==> src/pkg/interlock_diag_pkg.sv <==
// constants and types for the guard-locking interlock diagnostic controller
package interlock_diag_pkg;

  // ----------------------------------------
  // timebase
  // ----------------------------------------
  localparam int CLK_PERIOD_NS = 5;
  localparam int TICK_NS = 1_000_000;
  localparam int TICK_CYCLES = TICK_NS / CLK_PERIOD_NS;
  localparam int TICK_W = 18;

  // ----------------------------------------
  // delays and flash timing, in milliseconds
  // ----------------------------------------
  localparam int WARN_DELAY_MIN = 30;
  localparam int WARN_DELAY_MS = WARN_DELAY_MIN * 60 * 1000;
  localparam int DELAY_W = 21;
  localparam int RED_HALF_MS = 250;
  localparam int YEL_FLASH_HZ = 3;
  localparam int YEL_HALF_MS = 1000 / (2 * YEL_FLASH_HZ);
  localparam int MS_W = 10;
  localparam int PAUSE_STEPS = 4;
  localparam int STEP_W = 5;

  // ----------------------------------------
  // input bit positions after synchronising
  // ----------------------------------------
  localparam int IN_W = 11;
  localparam int SY_ACT = 0;
  localparam int SY_TGT = 1;
  localparam int SY_COND = 2;
  localparam int SY_NEAR = 3;
  localparam int SY_FAIL_A = 4;
  localparam int SY_FAIL_B = 5;
  localparam int SY_CROSS = 6;
  localparam int SY_TEMP = 7;
  localparam int SY_BAD_ACT = 8;
  localparam int SY_BAD_COMBO = 9;
  localparam int SY_INTERNAL = 10;

  // ----------------------------------------
  // red flash codes (pulse count, 7 = steady)
  // ----------------------------------------
  typedef logic [2:0] code_t;
  localparam code_t CODE_NONE = 3'h0;
  localparam code_t CODE_OUT_A = 3'h1;
  localparam code_t CODE_OUT_B = 3'h2;
  localparam code_t CODE_CROSS = 3'h3;
  localparam code_t CODE_TEMP = 3'h4;
  localparam code_t CODE_BAD_ACT = 3'h5;
  localparam code_t CODE_BAD_COMBO = 3'h6;
  localparam code_t CODE_INTERNAL = 3'h7;

  // ----------------------------------------
  // fault manager states
  // ----------------------------------------
  typedef enum logic [3:0] {
    S_RUN = 4'h1,
    S_WARN = 4'h2,
    S_FAIL = 4'h4,
    S_REARM = 4'h8
  } state_t;

endpackage

==> src/rtl/interlock_diag_controller.sv <==
// supervisory output, lamp and fault logic of a guard-locking switch
`timescale 1ns/10ps
`default_nettype none

module interlock_diag_controller
  import interlock_diag_pkg::*;
#(
  parameter int TICK_CYC = TICK_CYCLES,
  parameter int WARN_MS = WARN_DELAY_MS
) (
  // clock and reset
  input wire logic i_clk,
  input wire logic i_srst,
  // sensor detections
  input wire logic i_actuator_det,
  input wire logic i_lock_target_det,
  input wire logic i_lock_cond_det,
  input wire logic i_near_limit,
  // self-test results
  input wire logic i_test_fail_a,
  input wire logic i_test_fail_b,
  input wire logic i_cross_wire,
  input wire logic i_over_temp,
  input wire logic i_bad_actuator,
  input wire logic i_bad_target_combo,
  input wire logic i_internal_err,
  // safety outputs
  output logic o_primary_safe_out_a,
  output logic o_primary_safe_out_b,
  output logic o_lock_path_out_a,
  output logic o_lock_path_out_b,
  // diagnostic output and lamps
  output logic o_diag_out,
  output logic o_led_green,
  output logic o_led_yellow,
  output logic o_led_red
);

  // ----------------------------------------
  // parameter checks
  // ----------------------------------------
  if (TICK_CYC < 2 || TICK_CYC > 2 ** TICK_W) begin : g_bad_tick
    $error("TICK_CYC out of range");
  end
  if (WARN_MS < 1 || WARN_MS > 2 ** DELAY_W) begin : g_bad_warn
    $error("WARN_MS out of range");
  end

  // ----------------------------------------
  // input synchronisers
  // ----------------------------------------
  logic [IN_W-1:0] raw_in;
  logic [IN_W-1:0] sync1_ff;
  logic [IN_W-1:0] sync2_ff;

  assign raw_in = {i_internal_err, i_bad_target_combo, i_bad_actuator,
                   i_over_temp, i_cross_wire, i_test_fail_b, i_test_fail_a,
                   i_near_limit, i_lock_cond_det, i_lock_target_det,
                   i_actuator_det};

  for (genvar gi = 0; gi < IN_W; gi++) begin : g_sync
    always_ff @(posedge i_clk) begin
      if (i_srst) begin
        sync1_ff[gi] <= 1'b0;
        sync2_ff[gi] <= 1'b0;
      end else begin
        sync1_ff[gi] <= raw_in[gi];
        sync2_ff[gi] <= sync1_ff[gi];
      end
    end
  end

  logic act_s;
  logic locked_s;
  logic crit_s;
  logic warn_s;
  logic fault_s;

  assign act_s = sync2_ff[SY_ACT];
  assign locked_s = sync2_ff[SY_ACT] & sync2_ff[SY_TGT] & sync2_ff[SY_COND];
  // immediate switch-off causes
  assign crit_s = sync2_ff[SY_INTERNAL] | sync2_ff[SY_BAD_ACT] |
                  sync2_ff[SY_BAD_COMBO];
  // delayed switch-off causes
  assign warn_s = sync2_ff[SY_FAIL_A] | sync2_ff[SY_FAIL_B] |
                  sync2_ff[SY_CROSS] | sync2_ff[SY_TEMP];
  assign fault_s = crit_s | warn_s;

  // ----------------------------------------
  // live fault code, highest priority first
  // ----------------------------------------
  code_t live_code;

  always_comb begin
    if (sync2_ff[SY_INTERNAL]) begin
      live_code = CODE_INTERNAL;
    end else if (sync2_ff[SY_BAD_COMBO]) begin
      live_code = CODE_BAD_COMBO;
    end else if (sync2_ff[SY_BAD_ACT]) begin
      live_code = CODE_BAD_ACT;
    end else if (sync2_ff[SY_CROSS] ||
                 (sync2_ff[SY_FAIL_A] && sync2_ff[SY_FAIL_B])) begin
      live_code = CODE_CROSS;
    end else if (sync2_ff[SY_FAIL_A]) begin
      live_code = CODE_OUT_A;
    end else if (sync2_ff[SY_FAIL_B]) begin
      live_code = CODE_OUT_B;
    end else if (sync2_ff[SY_TEMP]) begin
      live_code = CODE_TEMP;
    end else begin
      live_code = CODE_NONE;
    end
  end

  // ----------------------------------------
  // millisecond timebase
  // ----------------------------------------
  logic [TICK_W-1:0] tick_cnt_ff;
  logic tick;

  assign tick = (tick_cnt_ff == TICK_W'(TICK_CYC - 1));

  always_ff @(posedge i_clk) begin
    if (i_srst) begin
      tick_cnt_ff <= '0;
    end else if (tick) begin
      tick_cnt_ff <= '0;
    end else begin
      tick_cnt_ff <= tick_cnt_ff + TICK_W'(1);
    end
  end

  // ----------------------------------------
  // fault manager
  // ----------------------------------------
  state_t state_ff;
  state_t nxt_state;
  code_t code_ff;
  code_t nxt_code;
  logic [DELAY_W-1:0] delay_cnt_ff;
  logic delay_done;

  assign delay_done = tick && (delay_cnt_ff == DELAY_W'(WARN_MS - 1));

  always_comb begin
    nxt_state = state_ff;
    nxt_code = code_ff;
    unique case (state_ff)
      S_RUN: begin
        if (crit_s) begin
          nxt_state = S_FAIL;
          nxt_code = live_code;
        end else if (warn_s) begin
          nxt_state = S_WARN;
          nxt_code = live_code;
        end
      end
      S_WARN: begin
        if (crit_s) begin
          nxt_state = S_FAIL;
          nxt_code = live_code;
        end else if (!warn_s) begin
          nxt_state = S_RUN;
          nxt_code = CODE_NONE;
        end else if (delay_done) begin
          nxt_state = S_FAIL;
        end else begin
          nxt_code = live_code;
        end
      end
      S_FAIL: begin
        if (!fault_s && !act_s) begin
          nxt_state = S_REARM;
        end
      end
      S_REARM: begin
        if (fault_s) begin
          nxt_state = S_FAIL;
          nxt_code = live_code;
        end else if (act_s) begin
          nxt_state = S_RUN;
          nxt_code = CODE_NONE;
        end
      end
    endcase
  end

  always_ff @(posedge i_clk) begin
    if (i_srst) begin
      state_ff <= S_RUN;
      code_ff <= CODE_NONE;
    end else begin
      state_ff <= nxt_state;
      code_ff <= nxt_code;
    end
  end

  // thirty minute warning delay
  always_ff @(posedge i_clk) begin
    if (i_srst || state_ff != S_WARN) begin
      delay_cnt_ff <= '0;
    end else if (tick) begin
      delay_cnt_ff <= delay_cnt_ff + DELAY_W'(1);
    end
  end

  // ----------------------------------------
  // flash generators
  // ----------------------------------------
  logic [MS_W-1:0] red_ms_ff;
  logic [STEP_W-1:0] step_ff;
  logic [STEP_W-1:0] step_last;
  logic [MS_W-1:0] yel_ms_ff;
  logic yel_phase_ff;
  logic red_flash;

  assign step_last = STEP_W'({code_ff, 1'b0}) + STEP_W'(PAUSE_STEPS - 1);
  assign red_flash = (step_ff < STEP_W'({code_ff, 1'b0})) && !step_ff[0];

  always_ff @(posedge i_clk) begin
    if (i_srst) begin
      red_ms_ff <= '0;
      step_ff <= '0;
    end else if (tick) begin
      if (red_ms_ff == MS_W'(RED_HALF_MS - 1)) begin
        red_ms_ff <= '0;
        if (step_ff >= step_last) begin
          step_ff <= '0;
        end else begin
          step_ff <= step_ff + STEP_W'(1);
        end
      end else begin
        red_ms_ff <= red_ms_ff + MS_W'(1);
      end
    end
  end

  always_ff @(posedge i_clk) begin
    if (i_srst) begin
      yel_ms_ff <= '0;
      yel_phase_ff <= 1'b0;
    end else if (tick) begin
      if (yel_ms_ff == MS_W'(YEL_HALF_MS - 1)) begin
        yel_ms_ff <= '0;
        yel_phase_ff <= !yel_phase_ff;
      end else begin
        yel_ms_ff <= yel_ms_ff + MS_W'(1);
      end
    end
  end

  // ----------------------------------------
  // registered outputs
  // ----------------------------------------
  logic fail_nxt;
  logic fail_now;
  logic path2_nxt;

  assign fail_nxt = (nxt_state == S_FAIL) || (nxt_state == S_REARM);
  assign fail_now = (state_ff == S_FAIL) || (state_ff == S_REARM);
  assign path2_nxt = locked_s && !fail_nxt;

  always_ff @(posedge i_clk) begin
    if (i_srst) begin
      o_primary_safe_out_a <= 1'b0;
      o_primary_safe_out_b <= 1'b0;
      o_lock_path_out_a <= 1'b0;
      o_lock_path_out_b <= 1'b1;
      o_diag_out <= 1'b0;
    end else begin
      o_primary_safe_out_a <= act_s && !fail_nxt;
      o_primary_safe_out_b <= act_s && !fail_nxt;
      o_lock_path_out_a <= path2_nxt;
      o_lock_path_out_b <= !path2_nxt;
      o_diag_out <= path2_nxt;
    end
  end

  always_ff @(posedge i_clk) begin
    if (i_srst) begin
      o_led_green <= 1'b0;
      o_led_yellow <= 1'b0;
      o_led_red <= 1'b0;
    end else begin
      o_led_green <= 1'b1;
      if (fail_nxt) begin
        o_led_yellow <= 1'b0;
      end else if (sync2_ff[SY_NEAR]) begin
        o_led_yellow <= yel_phase_ff;
      end else begin
        o_led_yellow <= path2_nxt;
      end
      if (nxt_code == CODE_INTERNAL) begin
        o_led_red <= 1'b1;
      end else if (nxt_code == CODE_NONE) begin
        o_led_red <= 1'b0;
      end else begin
        o_led_red <= red_flash;
      end
    end
  end
endmodule // interlock_diag_controller

`default_nettype wire

==> config.mk <==
export PLATFORM = sky130hd
export DESIGN_NAME = interlock_diag_controller
export DESIGN_NICKNAME = d
export VERILOG_FILES = /design/src/pkg/interlock_diag_pkg.sv /design/src/rtl/interlock_diag_controller.sv
export SDC_FILE = /design/constraint.sdc
export NUM_CORES = 1
export LEC_CHECK = 0
export BUFFER_PORTS_ARGS = -buffer_cell sky130_fd_sc_hd__buf_2
export CORE_ASPECT_RATIO = 0.7
export CORE_UTILIZATION = 46
export DETAILED_ROUTE_END_ITERATION = 16
export PLACE_DENSITY = 0.67
export RECOVER_POWER = 25
export SYNTH_ARGS = -nofsm -noshare
export SYNTH_HDL_FRONTEND = slang
export SYNTH_SLANG_ARGS = --single-unit
==> constraint.sdc <==
create_clock -name i_clk -period 2.3 [get_ports i_clk]
set_input_delay 0.46 -clock i_clk [delete_from_list [all_inputs] [get_ports i_clk]]
set_output_delay 0.46 -clock i_clk [all_outputs]
set_load 0.005 [all_outputs]
* Word level (Yosys, flattened, before mapping)
Cells that the tools add are included.
Word-level totals: flip-flop bits (word level) 100, logic and storage cells 115
Cells by class: mux-type cells 31, bitwise operators 8, equality and inequality tests 12, reductions and logical operators 20, order comparisons 2, add/subtract/negate cells 6
Operators by type and width (number):
- 2-to-1 mux 3 bit | 14
- 2-to-1 mux 4 bit | 8
- adder 21 x 1 -> 21 bit (second input constant) | 1
- equality test 21 bit (second input constant) | 1
- adder 10 x 1 -> 10 bit (second input constant) | 2
- equality test 10 x 8 -> 1 bit (second input constant) | 2
- 2-to-1 mux 10 bit | 2
- adder 18 x 1 -> 18 bit (second input constant) | 1
- equality test 18 bit (second input constant) | 1
- case mux 4 bit (4 select lines) | 1
- case mux 3 bit (3 select lines) | 1
- equality test 4 x 3 -> 1 bit (second input constant) | 2
- equality test 4 bit (second input constant) | 2
- logical AND 1 bit | 6
- zero test 1 bit | 6
- OR 1 bit | 6
- adder 4 x 2 -> 5 bit (second input constant) | 1
- adder 5 x 1 -> 5 bit (second input constant) | 1
- >= comparator 5 bit | 1
- less-than comparator 5 x 4 -> 1 bit | 1
- 2-to-1 mux 5 bit | 1
- equality test 4 x 1 -> 1 bit (second input constant) | 1
- equality test 4 x 2 -> 1 bit (second input constant) | 1
- 2-to-1 mux 1 bit | 4
- 7 further kinds | 12

* Depth between registers and ports, before layout
Gate-level depths: netlist of run 1.
depth in word-level cells 14, mapped depth 10, mapped depth without buffers 8

* Worst setup path before layout of run 1
No wires, ideal clock.
path type reg2reg, start point register tick_cnt_ff[0], end point register delay_cnt_ff[13], stages on the path, launching flop included 9, required time 2.177 ns, setup slack 0.103 ns, arrival 2.074 ns, path buffers 1, cells stage by stage dfxtp_1 > ha_1 > and4_1 > buf_2 > nand2_1 > nor4_4 > nand2_2 > or3_1 > mux2_1
On the way: word-level cells in the longest chain between the ends 1
RTL lines:
- start, declared | RTL line interlock_diag_controller.sv:118 | logic [TICK_W-1:0] tick_cnt_ff;
- start signal, assigned | RTL line interlock_diag_controller.sv:129 | tick_cnt_ff <= tick_cnt_ff + TICK_W'(1);
- equality test 18 bit | RTL line interlock_diag_controller.sv:121 | assign tick = (tick_cnt_ff == TICK_W'(TICK_CYC - 1));
- end signal, assigned | RTL line interlock_diag_controller.sv:203 | delay_cnt_ff <= delay_cnt_ff + DELAY_W'(1);
- end, declared | RTL line interlock_diag_controller.sv:140 | logic [DELAY_W-1:0] delay_cnt_ff;
Every way passes these cells. A chain may end at the register's enable or synchronous reset.

* Worst setup path after layout of run 1
start point register tick_cnt_ff[0], end point register o_led_red
On the way: word-level cells in the longest chain between the ends 9
RTL lines:
- equality test 18 bit * | RTL line interlock_diag_controller.sv:121
- logical AND 1 bit * | RTL line interlock_diag_controller.sv:143 | assign delay_done = tick && (delay_cnt_ff == DELAY_W'(WARN_MS - 1));
- 2-to-1 mux 3 bit * | RTL line interlock_diag_controller.sv:165 | end else if (delay_done) begin
- 2-to-1 mux 3 bit * | RTL line interlock_diag_controller.sv:162 | end else if (!warn_s) begin
- 2-to-1 mux 3 bit * | RTL line interlock_diag_controller.sv:159 | if (crit_s) begin
- case mux 3 bit (3 select lines) * | RTL line interlock_diag_controller.sv:148 | unique case (state_ff)
- zero test 3 bit | RTL line interlock_diag_controller.sv:295 | end else if (nxt_code == CODE_NONE) begin
- 2-to-1 mux 1 bit | RTL line interlock_diag_controller.sv:295
- 2-to-1 mux 1 bit * | RTL line interlock_diag_controller.sv:293 | if (nxt_code == CODE_INTERNAL) begin
- end signal, assigned | RTL line interlock_diag_controller.sv:298 | o_led_red <= red_flash;
- end, declared | RTL line interlock_diag_controller.sv:36 | output logic o_led_red
Every way passes the cells marked *; elsewhere a longest branch is shown, timed or not.

==> impl_results.md, run 1 <==
* Outcome: finished clean
* Number of enable-type register cells in the synthesized netlist at 0
* CTS tree: done
* Worst setup path endpoint: o_led_red
* Commonest non-fill, non-tap cell in the layout: sky130_fd_sc_hd__dfxtp_1
* Post-CTS clock slew at the launch and capture registers of the worst setup and hold paths at 70 ps
* Register-to-register path setup slack at 120 ps
* Fin. Hold Viols at 0
* Number of storage elements in the synthesis netlist at 100
* Final total power at 3.59 mW
* Worst clock skew at 6.56 ps
* Number of sinks on the clock net at 100
* Synth Instances at 528
* Worst setup path startpoint: tick_cnt_ff[0]
* Share of the clock period used by the worst path at 94.9%
* Reg area at 2010 sq um
* Clock buffers created by TritonCTS at 9
* Area of the core at 9800 sq um
* DR vias at 3856
* Class of the most critical hold timing path: primary input to flip-flop
* Die width at 123 um
* Cell Pwr Density at 652 nW/um^2
* Iteration-0 DRC count of the detailed router at 362
* Wire length of the first global-routing pass at 16800 um
* Initial DRT Pass Iterations at 5
* CTS H-tree lvls at 3
* Fraction of final layout cells sized beyond drive strength 1 at 17.1%
* Tot GR Track Use at 20.2%
* Crit path capture type: flip-flop
* Detailed-route wire length on metal 1 at 5140 um
* Routability congestion estimate from global placement at 0.854
* Clock tree root buffer cell: sky130_fd_sc_hd__clkbuf_16
* Sequential element share of the synthesized area at 42.6%
* Leakage power at 2.06 nW
* Cell area after synthesis at 4700 sq um
* Final hold slack at 313 ps
* Height of the chip at 86.6 um
* Vias per std cell at 5.45
* Number of remaining DRC errors at 0
* DRT Wirelength at 10200 um
* Setup tns final at 0 ps
* Most used DFF post-synth: sky130_fd_sc_hd__dfxtp_1
* Count of buffers inserted at the top-level ports at 20
* Count of endpoints failing setup in the final report at 0
* Cell variety after synth at 58
* Net count, final at 603
* I/O pins at 21
* Met3 WL at 558 um
* Die Area at 10600 sq um
* Data arrival time of the critical path at 2410 ps
* Average cell area after synthesis at 8.91 sq um
* # fillers at 869
* Number of antenna-violating nets in the routed design at 0
* Antenna diode count at 0
* Initial antenna violation count at 0
* Insertion delay to the later sink of the worst-skew pair at 350 ps
* Detailed-routed wire length on met2 at 4390 um
* Most used cells in the layout excluding fill and tap cells: sky130_fd_sc_hd__dfxtp_1, sky130_fd_sc_hd__nor2_1, sky130_fd_sc_hd__buf_4
* Synthesized net count at 556
* Highest net fanout along the worst path at 4
* Via count of the first global-routing pass at 3469
* Pins Over Slew Limit at 0
* Worst Path Required at 2530 ps
* R2r worst-path depth at 8
* Launch point of the worst reg-to-reg path: tick_cnt_ff[0]
* Total of warnings raised by yosys at 0
* Total grt overflow at 0
* Total half-perimeter wirelength after legalization and detailed placement at 7190 um
* Relative area change from synthesis to final layout at 17.0%
* CTS max path bufs at 2
* Uppermost layer routed: met4
* Effective utilization at floorplan at 48.0%
* Cell count after placement at 691
* Area taken by multi-input logic gates at 2620 sq um
* Worst setup SP type: flip-flop
* Endpoint of the lowest-slack register-to-register path: o_led_red
* Async set-or-reset flop fraction in the synthesized netlist at 0%
* Fmax at 458 MHz
* Pin count of the biggest net entering global routing at 41
* Worst rel slew slack at 47.4%
* Max VDD drop at 424 uV
* Max-capacitance violation count at 0
* CTS hold repair buffers at 0
* Min cycle time layout at 2180 ps
* Number of standard cells in the layout, taps in and fillers out at 708
* WS Path Type: flip-flop to flip-flop
* Number of placement rows at 30
* Worst Max-Slew Pin Slew at 788 ps
* Average wire length per cell after detail routing at 14.4 um
==> cells in the mapped netlist, types with 5 or more instances <==
cell type / number / area [sq um]
sky130_fd_sc_hd__a211oi_1: 6 / 45.0
sky130_fd_sc_hd__a21oi_1: 12 / 60.1
sky130_fd_sc_hd__and3_1: 18 / 113
sky130_fd_sc_hd__clkbuf_1: 12 / 45.0
sky130_fd_sc_hd__dfxtp_1: 100 / 2000
sky130_fd_sc_hd__ha_1: 15 / 188
sky130_fd_sc_hd__inv_1: 12 / 45.0
sky130_fd_sc_hd__nand2_1: 25 / 93.8
sky130_fd_sc_hd__nand3_1: 24 / 120
sky130_fd_sc_hd__nand4_1: 21 / 131
sky130_fd_sc_hd__nor2_1: 84 / 315
sky130_fd_sc_hd__nor2b_1: 23 / 144
sky130_fd_sc_hd__nor3_1: 17 / 85.1
sky130_fd_sc_hd__nor4_1: 9 / 56.3
sky130_fd_sc_hd__o21ai_0: 13 / 65.1
sky130_fd_sc_hd__o31ai_1: 5 / 37.5
sky130_fd_sc_hd__or3_1: 5 / 31.3
sky130_fd_sc_hd__xnor2_1: 28 / 245
sky130_fd_sc_hd__xor2_1: 30 / 263
==> critical path: stages, from the launching register on <==
cell                      delay (ps)
sky130_fd_sc_hd__dfxtp_4         370
sky130_fd_sc_hd__ha_4            150
sky130_fd_sc_hd__and4_4          220
sky130_fd_sc_hd__nand4_1         160
sky130_fd_sc_hd__buf_4           180
sky130_fd_sc_hd__nor4_2          350
sky130_fd_sc_hd__nor2_1          140
sky130_fd_sc_hd__o41ai_2         370
sky130_fd_sc_hd__o31ai_1         120
==> per-layer routing <==
metal / GRT usage, % / vias to the layer above
met1: 28.7 / 1792
met3: 6.38 / 7
met2: 29.8 / 111
li1: - / 1946
met5: 0 / -
met4: 3.88 / 0
==> worst min-delay path by stage <==
stage	from	end	slack, ps	cells past startpoint
after floorplan	sync1_ff[0]	act_s	410	1
after CTS	i_cross_wire	sync1_ff[6]	310	2
after detailed placement	sync1_ff[7]	sync2_ff[7]	420	1
after global placement	sync1_ff[3]	sync2_ff[3]	420	1
final	i_cross_wire	sync1_ff[6]	310	2
after global routing	i_near_limit	sync1_ff[3]	310	2
==> where the power goes <==
part | switching [mW] | internal (mW)
logic | 0.180 | 0.127
clock network | 0.719 | 0.762
registers | 0.0294 | 1.77
==> area by class of cell <==
class                      count  share of cell area [%]
multi-input combinational    394                    47.5
sequential                   100                    36.6
timing repair buffer          57                    6.77
clock buffer                   9                    4.09
tap                          128                    2.91
clock inverter                 7                    1.25
inverter                      13                   0.887
==> cell families (layout without fill, tap and decap cells) <==
kind of cell | after synthesis | count (layout) | synth area share, %
xor+xnor | 58 | 58 | 10.8
compound gates | 55 | 55 | 7.85
mux | 3 | 3 | 0.665
flops | 100 | 100 | 42.6
simple gates | 263 | 263 | 31.0
fa+ha+maj | 15 | 15 | 3.99
buf+inv | 34 | 86 | 3.14
==> stage by stage <==
stage	area (sq um)	setup slack, ps	util, %
3_3_place_gp	5130	125	52.4
2_1_floorplan	4700	103	-
3_5_place_dp	5130	1.10	52.4
6_report	5500	118	56.2
4_1_cts	5440	23.2	55.5
5_1_grt	5500	-17.2	56.2
==> state kept, by name (all words and copies together) (netlist names), 3 cells and up <==
signal / count
yel_ms_ff: 10
code_ff: 3
delay_cnt_ff: 21
step_ff: 5
tick_cnt_ff: 18
sync1_ff: 11
sync2_ff: 10
red_ms_ff: 10
state_ff: 4
==> what timing repair did <==
action,CTS,global route
endpoints found under the setup margin,2,34
resized for setup,2,18
setup buffers,0,1
pin swaps,0,5
Note: power is estimated with default switching activity, not from simulation.
==> run 2, diff against run 1 <==
--- a/config.mk
+++ b/config.mk
@@ -6,10 +6,10 @@
 export NUM_CORES = 1
 export LEC_CHECK = 0
 export BUFFER_PORTS_ARGS = -buffer_cell sky130_fd_sc_hd__buf_2
-export CORE_ASPECT_RATIO = 0.7
+export CORE_ASPECT_RATIO = 1.2
 export CORE_UTILIZATION = 46
 export DETAILED_ROUTE_END_ITERATION = 16
-export PLACE_DENSITY = 0.67
+export PLACE_DENSITY_LB_ADDON = 0.1
 export RECOVER_POWER = 25
 export SYNTH_ARGS = -nofsm -noshare
 export SYNTH_HDL_FRONTEND = slang
==> run 2 against run 1 <==
Net effect: highest routed layer unchanged; flip-flop and latch count did not move; clock skew rose by 1.1 ps; power rose by 2.2%; critical path type unchanged.
==> impl_results.md, run 2 (synthesis gave the netlist of run 1 again) <==
* Placed standard-cell area at 5090 sq um (was 5130 sq um)
* Vias per std cell at 5.38 (was 5.45)
* Number of sinks on the clock net at 100 (unchanged)
* CTS max path bufs at 2 (unchanged)
* Initial DRT Pass Iterations at 4 (was 5)
* Seq pwr share at 49.1% (was 50.2%)
* Effective utilization at floorplan at 47.2% (was 48.0%)
* Max-capacitance violation count at 0 (unchanged)
* Most used cells in the layout excluding fill and tap cells: sky130_fd_sc_hd__dfxtp_1, sky130_fd_sc_hd__nor2_1, sky130_fd_sc_hd__buf_4 (unchanged)
* Unrepaired setup endpoints after global routing: yes
* Fmax at 438 MHz (was 458 MHz)
* Class of the most critical hold timing path: primary input to flip-flop (unchanged)
* Max VDD drop at 444 uV (was 424 uV)
* Worst rel slew slack at 50.7% (was 47.4%)
* Number of remaining DRC errors at 0 (unchanged)
* Worst Max-Slew Pin Slew at 740 ps (was 788 ps)
* Cell internal pwr at 2.76 mW (was 2.66 mW)
* # fillers at 952 (was 869)
* Clk pwr share at 42.7% (was 41.3%)
* CTS hold repair buffers at 0 (unchanged)
* Commonest non-fill, non-tap cell in the layout: sky130_fd_sc_hd__dfxtp_1 (unchanged)
* Tot GR Track Use at 19.9% (was 20.2%)
* WS Path Type: flip-flop to flip-flop (unchanged)
* Post-CTS clock slew at the launch and capture registers of the worst setup and hold paths at 70 ps (about the same)
* Net count, final at 602 (was 603)
* Crit path capture type: flip-flop (unchanged)
* Share of the clock period used by the worst path at 99.4% (was 94.9%)
* Largest stage delay on the critical path at 640 ps (was 370 ps)
* Antenna diode count at 0 (unchanged)
* DRT Wirelength at 9820 um (was 10200 um)
* Cell Chain, Critical Path: ha_4, and4_4, nand4_1, or4b_4, a221oi_2, nor2_1, o31ai_1 (was ha_4, and4_4, nand4_1, buf_4, nor4_2, nor2_1, o41ai_2, o31ai_1)
* Min cycle time layout at 2290 ps (was 2180 ps)
* Outcome: finished clean (unchanged)
* Worst clock skew at 7.65 ps (was 6.56 ps)
* Clock tree root buffer cell: sky130_fd_sc_hd__clkbuf_16 (unchanged)
* Clock buffers created by TritonCTS at 9 (unchanged)
* Count of endpoints failing setup in the final report at 0 (unchanged)
* Total grt overflow at 0 (unchanged)
* Count of buffers inserted at the top-level ports at 20 (unchanged)
* DR vias at 3795 (was 3856)
* R2r worst-path depth at 7 (was 8)
* Final total power at 3.67 mW (was 3.59 mW)
* Number of placement rows at 40 (was 30)
* Pin count of the biggest net entering global routing at 39 (was 41)
* Height of the chip at 113 um (was 86.6 um)
* Max FFs per register at 21 (unchanged)
* Worst-path cell with the longest stage delay: sky130_fd_sc_hd__or4b_4 (was sky130_fd_sc_hd__dfxtp_4)
* Net Switching at 0.902 mW (was 0.928 mW)
* Leakage power at 2.05 nW (was 2.06 nW)
* Largest reg by FF count: delay_cnt_ff (unchanged)
* Cell Pwr Density at 665 nW/um^2 (was 652 nW/um^2)
* Worst setup SP type: flip-flop (unchanged)
* Insertion delay to the later sink of the worst-skew pair at 340 ps (was 350 ps)
* Routability congestion estimate from global placement at 0.820 (was 0.854)
* Via count of the first global-routing pass at 3619 (was 3469)
* CTS tree: done (unchanged)
* Wire length of the first global-routing pass at 16900 um (was 16800 um)
* Pins Over Slew Limit at 0 (unchanged)
* Area of the core at 9960 sq um (was 9800 sq um)
* Die Area at 10600 sq um (about the same)
* Number of antenna-violating nets in the routed design at 0 (unchanged)
* Non-Filler Cell Area, Final at 5510 sq um (was 5500 sq um)
* Highest net fanout along the worst path at 4 (unchanged)
* Worst hold path depth at 2 (unchanged)
* Iteration-0 DRC count of the detailed router at 131 (was 362)
* CTS H-tree lvls at 3 (unchanged)
* Fin. Hold Viols at 0 (unchanged)
* I/O pins at 21 (unchanged)
* Relative area change from synthesis to final layout at 17.2% (was 17.0%)
* Biggest regs: delay_cnt_ff x21, tick_cnt_ff x18, sync1_ff x11 (unchanged)
* Switching power share of the total at 24.6% (was 25.9%)
* Relative contribution of combinational cells to total power at 8.3% (was 8.5%)
* Die width at 94.3 um (was 123 um)
* Total half-perimeter wirelength after legalization and detailed placement at 7000 um (was 7190 um)
* Average wire length per cell after detail routing at 13.9 um (was 14.4 um)
* Initial antenna violation count at 0 (unchanged)
* Data arrival time of the critical path at 2540 ps (was 2410 ps)
* Worst Path Required at 2560 ps (was 2530 ps)
* Fraction of final layout cells sized beyond drive strength 1 at 16.4% (was 17.1%)
==> run 2: power by group through the flow <==
| stage | logic, mW | registers (mW) | clock network [mW] |
|---|---|---|---|
| after global routing | 0.340 | 1.80 | 1.68 |
| after detailed placement | 0.295 | 1.84 | 0 |
| final | 0.303 | 1.80 | 1.56 |
| after global placement | 0.292 | 1.84 | 0 |
| after CTS | 0.296 | 1.80 | 1.61 |
| after floorplan | 0.202 | 1.83 | 0 |
==> run 2: timing repair <==
item,in CTS,in global routing
buffers inserted,0,5
setup endpoints to repair,0,6
resized for setup,0,16
==> run 2: worst paths after layout <==
path	startpoint	slack, ps	end
hold / removal	i_cross_wire	320	sync1_ff[6]
hold reg to reg	sync1_ff[10]	440	sync2_ff[10]
setup reg to reg	tick_cnt_ff[0]	10	o_led_red
setup / recovery	tick_cnt_ff[0]	10	o_led_red
==> run 2: stage by stage <==
| step | TNS, ps | worst slack (ps) | std cells | util, % | hold slack [ps] |
|---|---|---|---|---|---|
| finish | 0 | 14.9 | 705 | 55.3 | 321 |
| global route | -169 | -64.4 | 705 | 55.3 | 317 |
| CTS | 0 | 34.3 | 700 | 54.3 | 313 |
| detailed placement | 0 | 60.4 | 684 | 51.2 | 423 |
| global placement | 0 | 121 | 684 | 51.2 | 417 |
| floorplan | 0 | 103 | 528 | - | 414 |
==> run 2: layout make-up <==
type / count / area (sq um) / area share, %
tap: 126 / 158 / 2.86
inverter: 13 / 48.8 / 0.886
sequential: 100 / 2010 / 36.4
clock inverter: 7 / 85.1 / 1.54
clock buffer: 9 / 225 / 4.09
timing repair buffer: 56 / 365 / 6.63
multi-input combinational: 394 / 2620 / 47.6
==> run 2: worst max-delay path, delay by kind of cell, from the launching register on <==
family,cells,cell delay [ps]
adders and majority gates,1,140
DFF,1,370
and+or+nand+nor,4,1160
AOI/OAI and AO/OA,2,530
==> run 2: metal layers <==
metal | wire length (um) | GRT usage (%) | vias up
li1 | - | - | 1949
met1 | 4700 | 26.5 | 1778
met2 | 4710 | 32.2 | 50
met3 | 215 | 3.76 | 18
met4 | 189 | 6.97 | 0
met5 | 0 | 0 | -
==> run 3, diff against run 2 <==
--- a/config.mk
+++ b/config.mk
@@ -9,7 +9,7 @@
 export CORE_ASPECT_RATIO = 1.2
 export CORE_UTILIZATION = 46
 export DETAILED_ROUTE_END_ITERATION = 16
-export PLACE_DENSITY_LB_ADDON = 0.1
+export PLACE_DENSITY = 0.73
 export RECOVER_POWER = 25
 export SYNTH_ARGS = -nofsm -noshare
 export SYNTH_HDL_FRONTEND = slang
==> run 3 against run 2 <==
Net effect: the flow now finishes with violations (DRC); die area unchanged; fmax up 5.3%; routed wire length down 4.3%; sequential share of layout area down 0.19 points; final cell count down 0.43%; via count down 0.55%; clock-buffer cell count unchanged.
==> impl_results.md, run 3 (synthesis gave the netlist of run 1 again) <==
* Cell Chain, Critical Path: nor4bb_2, nand4b_1, buf_4, or4b_4, a211oi_2, a211oi_1, o31ai_1 (was ha_4, and4_4, nand4_1, or4b_4, a221oi_2, nor2_1, o31ai_1)
* Antenna diode count at 0 (unchanged)
* Fin. Hold Viols at 0 (unchanged)
* R2r worst-path depth at 7 (unchanged)
* Largest stage delay on the critical path at 530 ps (was 640 ps)
* Fraction of final layout cells sized beyond drive strength 1 at 16.5% (was 16.4%)
* Pins Over Slew Limit at 0 (unchanged)
* Failing checks: DRC
* Reg area at 2010 sq um (unchanged)
* Worst Path Required at 2550 ps (was 2560 ps)
* Final design utilization at 55.6% (was 55.3%)
* Post-CTS clock slew at the launch and capture registers of the worst setup and hold paths at 70 ps (about the same)
* Cell internal pwr at 2.97 mW (was 2.76 mW)
* Highest net fanout along the worst path at 6 (was 4)
* Number of placement rows at 40 (unchanged)
* Clock buffers created by TritonCTS at 9 (unchanged)
* Share of the clock period used by the worst path at 94.4% (was 99.4%)
* Average wire length per cell after detail routing at 13.4 um (was 13.9 um)
* Outcome: finished with violations (was finished clean)
* Total half-perimeter wirelength after legalization and detailed placement at 6670 um (was 7000 um)
* Total grt overflow at 0 (unchanged)
* Class of the most critical hold timing path: primary input to flip-flop (unchanged)
* Relative contribution of combinational cells to total power at 7.6% (was 8.3%)
* Routability congestion estimate from global placement at 0.918 (was 0.820)
* I/O pins at 21 (unchanged)
* Largest reg by FF count: delay_cnt_ff (unchanged)
* Number of remaining DRC errors at 1 (was 0)
* Final total power at 3.83 mW (was 3.67 mW)
* Initial antenna violation count at 0 (unchanged)
* Worst setup path startpoint: delay_cnt_ff[8] (was tick_cnt_ff[0])
* Endpoint of the lowest-slack register-to-register path: o_led_red (unchanged)
* Min cycle time layout at 2170 ps (was 2290 ps)
* WS Path Type: flip-flop to flip-flop (unchanged)
* Switching power share of the total at 22.5% (was 24.6%)
* Relative area change from synthesis to final layout at 17.8% (was 17.2%)
* Number of sinks on the clock net at 100 (unchanged)
* Net count, final at 599 (was 602)
* Clock tree root buffer cell: sky130_fd_sc_hd__clkbuf_16 (unchanged)
* Effective utilization at floorplan at 47.2% (unchanged)
* Wire length of the first global-routing pass at 16200 um (was 16900 um)
* Worst-path cell with the longest stage delay: sky130_fd_sc_hd__or4b_4 (unchanged)
* Number of antenna-violating nets in the routed design at 0 (unchanged)
* Count of buffers inserted at the top-level ports at 20 (unchanged)
* Net Switching at 0.863 mW (was 0.902 mW)
* Iteration-0 DRC count of the detailed router at 162 (was 131)
* Area taken by multi-input logic gates at 2640 sq um (was 2620 sq um)
* Seq pwr share at 47.0% (was 49.1%)
* Die width at 94.3 um (unchanged)
* Insertion delay to the later sink of the worst-skew pair at 350 ps (was 340 ps)
* Worst rel slew slack at 52.2% (was 50.7%)
* Data arrival time of the critical path at 2420 ps (was 2540 ps)
* Worst clock skew at 7.26 ps (was 7.65 ps)
* Worst Max-Slew Pin Slew at 716 ps (was 740 ps)
* # fillers at 846 (was 952)
* Max-capacitance violation count at 0 (unchanged)
* Biggest regs: delay_cnt_ff x21, tick_cnt_ff x18, sync1_ff x11 (unchanged)
* DR vias at 3774 (was 3795)
* DRT Wirelength at 9400 um (was 9820 um)
* Area of the core at 9960 sq um (unchanged)
* Clk pwr share at 45.4% (was 42.7%)
* Worst setup path endpoint: o_led_red (unchanged)
* Initial DRT Pass Iterations at 10 (was 4)
* Pin count of the biggest net entering global routing at 39 (unchanged)
* CTS H-tree lvls at 3 (unchanged)
* Max VDD drop at 489 uV (was 444 uV)
* Die Area at 10600 sq um (unchanged)
* Count of endpoints failing setup in the final report at 0 (unchanged)
* Cell Pwr Density at 691 nW/um^2 (was 665 nW/um^2)
* Via count of the first global-routing pass at 3603 (was 3619)
* Vias per std cell at 5.38 (about the same)
* Max FFs per register at 21 (unchanged)
* Crit path capture type: flip-flop (unchanged)
* Launch point of the worst reg-to-reg path: delay_cnt_ff[8] (was tick_cnt_ff[0])
* Most used cells in the layout excluding fill and tap cells: sky130_fd_sc_hd__dfxtp_1, sky130_fd_sc_hd__nor2_1, sky130_fd_sc_hd__buf_4 (unchanged)
* Commonest non-fill, non-tap cell in the layout: sky130_fd_sc_hd__dfxtp_1 (unchanged)
* CTS max path bufs at 2 (unchanged)
* Height of the chip at 113 um (unchanged)
* CTS tree: done (unchanged)
* Tot GR Track Use at 19.2% (was 19.9%)
* Worst setup SP type: flip-flop (unchanged)
* Fmax at 461 MHz (was 438 MHz)
* Leakage power at 2.07 nW (was 2.05 nW)
* Register-to-register path setup slack at 130 ps (was 10 ps)
==> run 3: critical path: cells and delay by family, from the launching register on <==
family | cells | cell delay (ps)
AND/OR/NAND/NOR | 3 | 950
buffers and inverters | 1 | 170
AO/OA/AOI/OAI | 3 | 560
flip-flops | 1 | 400
==> run 3: routing by layer <==
layer / wire, um / global-route usage (%) / up-vias
met2: 4630 / 31.4 / 59
met5: 0 / 0 / -
met3: 263 / 4.10 / 21
met1: 4260 / 23.5 / 1763
li1: - / - / 1931
met4: 248 / 10.1 / 0
==> run 3: how the worst min path moves through the flow <==
stage	startpoint	endpoint	slack (ps)	cells after the start
5_1_grt	i_actuator_det	sync1_ff[0]	320	2
6_report	i_actuator_det	sync1_ff[0]	320	2
3_5_place_dp	sync1_ff[10]	sync2_ff[10]	430	1
3_3_place_gp	sync1_ff[1]	sync2_ff[1]	420	1
2_1_floorplan	sync1_ff[0]	act_s	410	1
4_1_cts	i_actuator_det	sync1_ff[0]	310	2
==> run 3: stage by stage <==
step / hold slack [ps] / worst slack [ps] / instance area (sq um) / instances / setup TNS [ps]
global route: 321 / -4.14 / 5540 / 702 / -4.14
floorplan: 414 / 103 / 4700 / 528 / 0
CTS: 314 / 5.48 / 5430 / 698 / 0
global placement: 415 / 93.1 / 5080 / 682 / 0
detailed placement: 430 / 7.08 / 5080 / 682 / 0
finish: 318 / 129 / 5540 / 702 / 0
==> run 3: power groups by stage <==
stage	registers, mW	clock network (mW)	logic [mW]
4_1_cts	1.80	1.76	0.281
2_1_floorplan	1.83	0	0.202
3_3_place_gp	1.84	0	0.267
6_report	1.80	1.74	0.289
3_5_place_dp	1.84	0	0.276
5_1_grt	1.80	1.84	0.324
==> run 3: cell type report <==
| cell class | instances | share of cell area [%] |
|---|---|---|
| clock buffer | 9 | 4.07 |
| clock inverter | 7 | 2.19 |
| tap | 126 | 2.85 |
| multi-input combinational | 394 | 47.6 |
| inverter | 13 | 0.881 |
| timing repair buffer | 53 | 6.21 |
| sequential | 100 | 36.2 |
==> run 3: what timing repair did <==
item	in CTS	in global routing
gates resized for setup	1	18
pin swaps	1	8
setup endpoints to repair	1	28
setup buffers	0	4
hold buffers	0	0
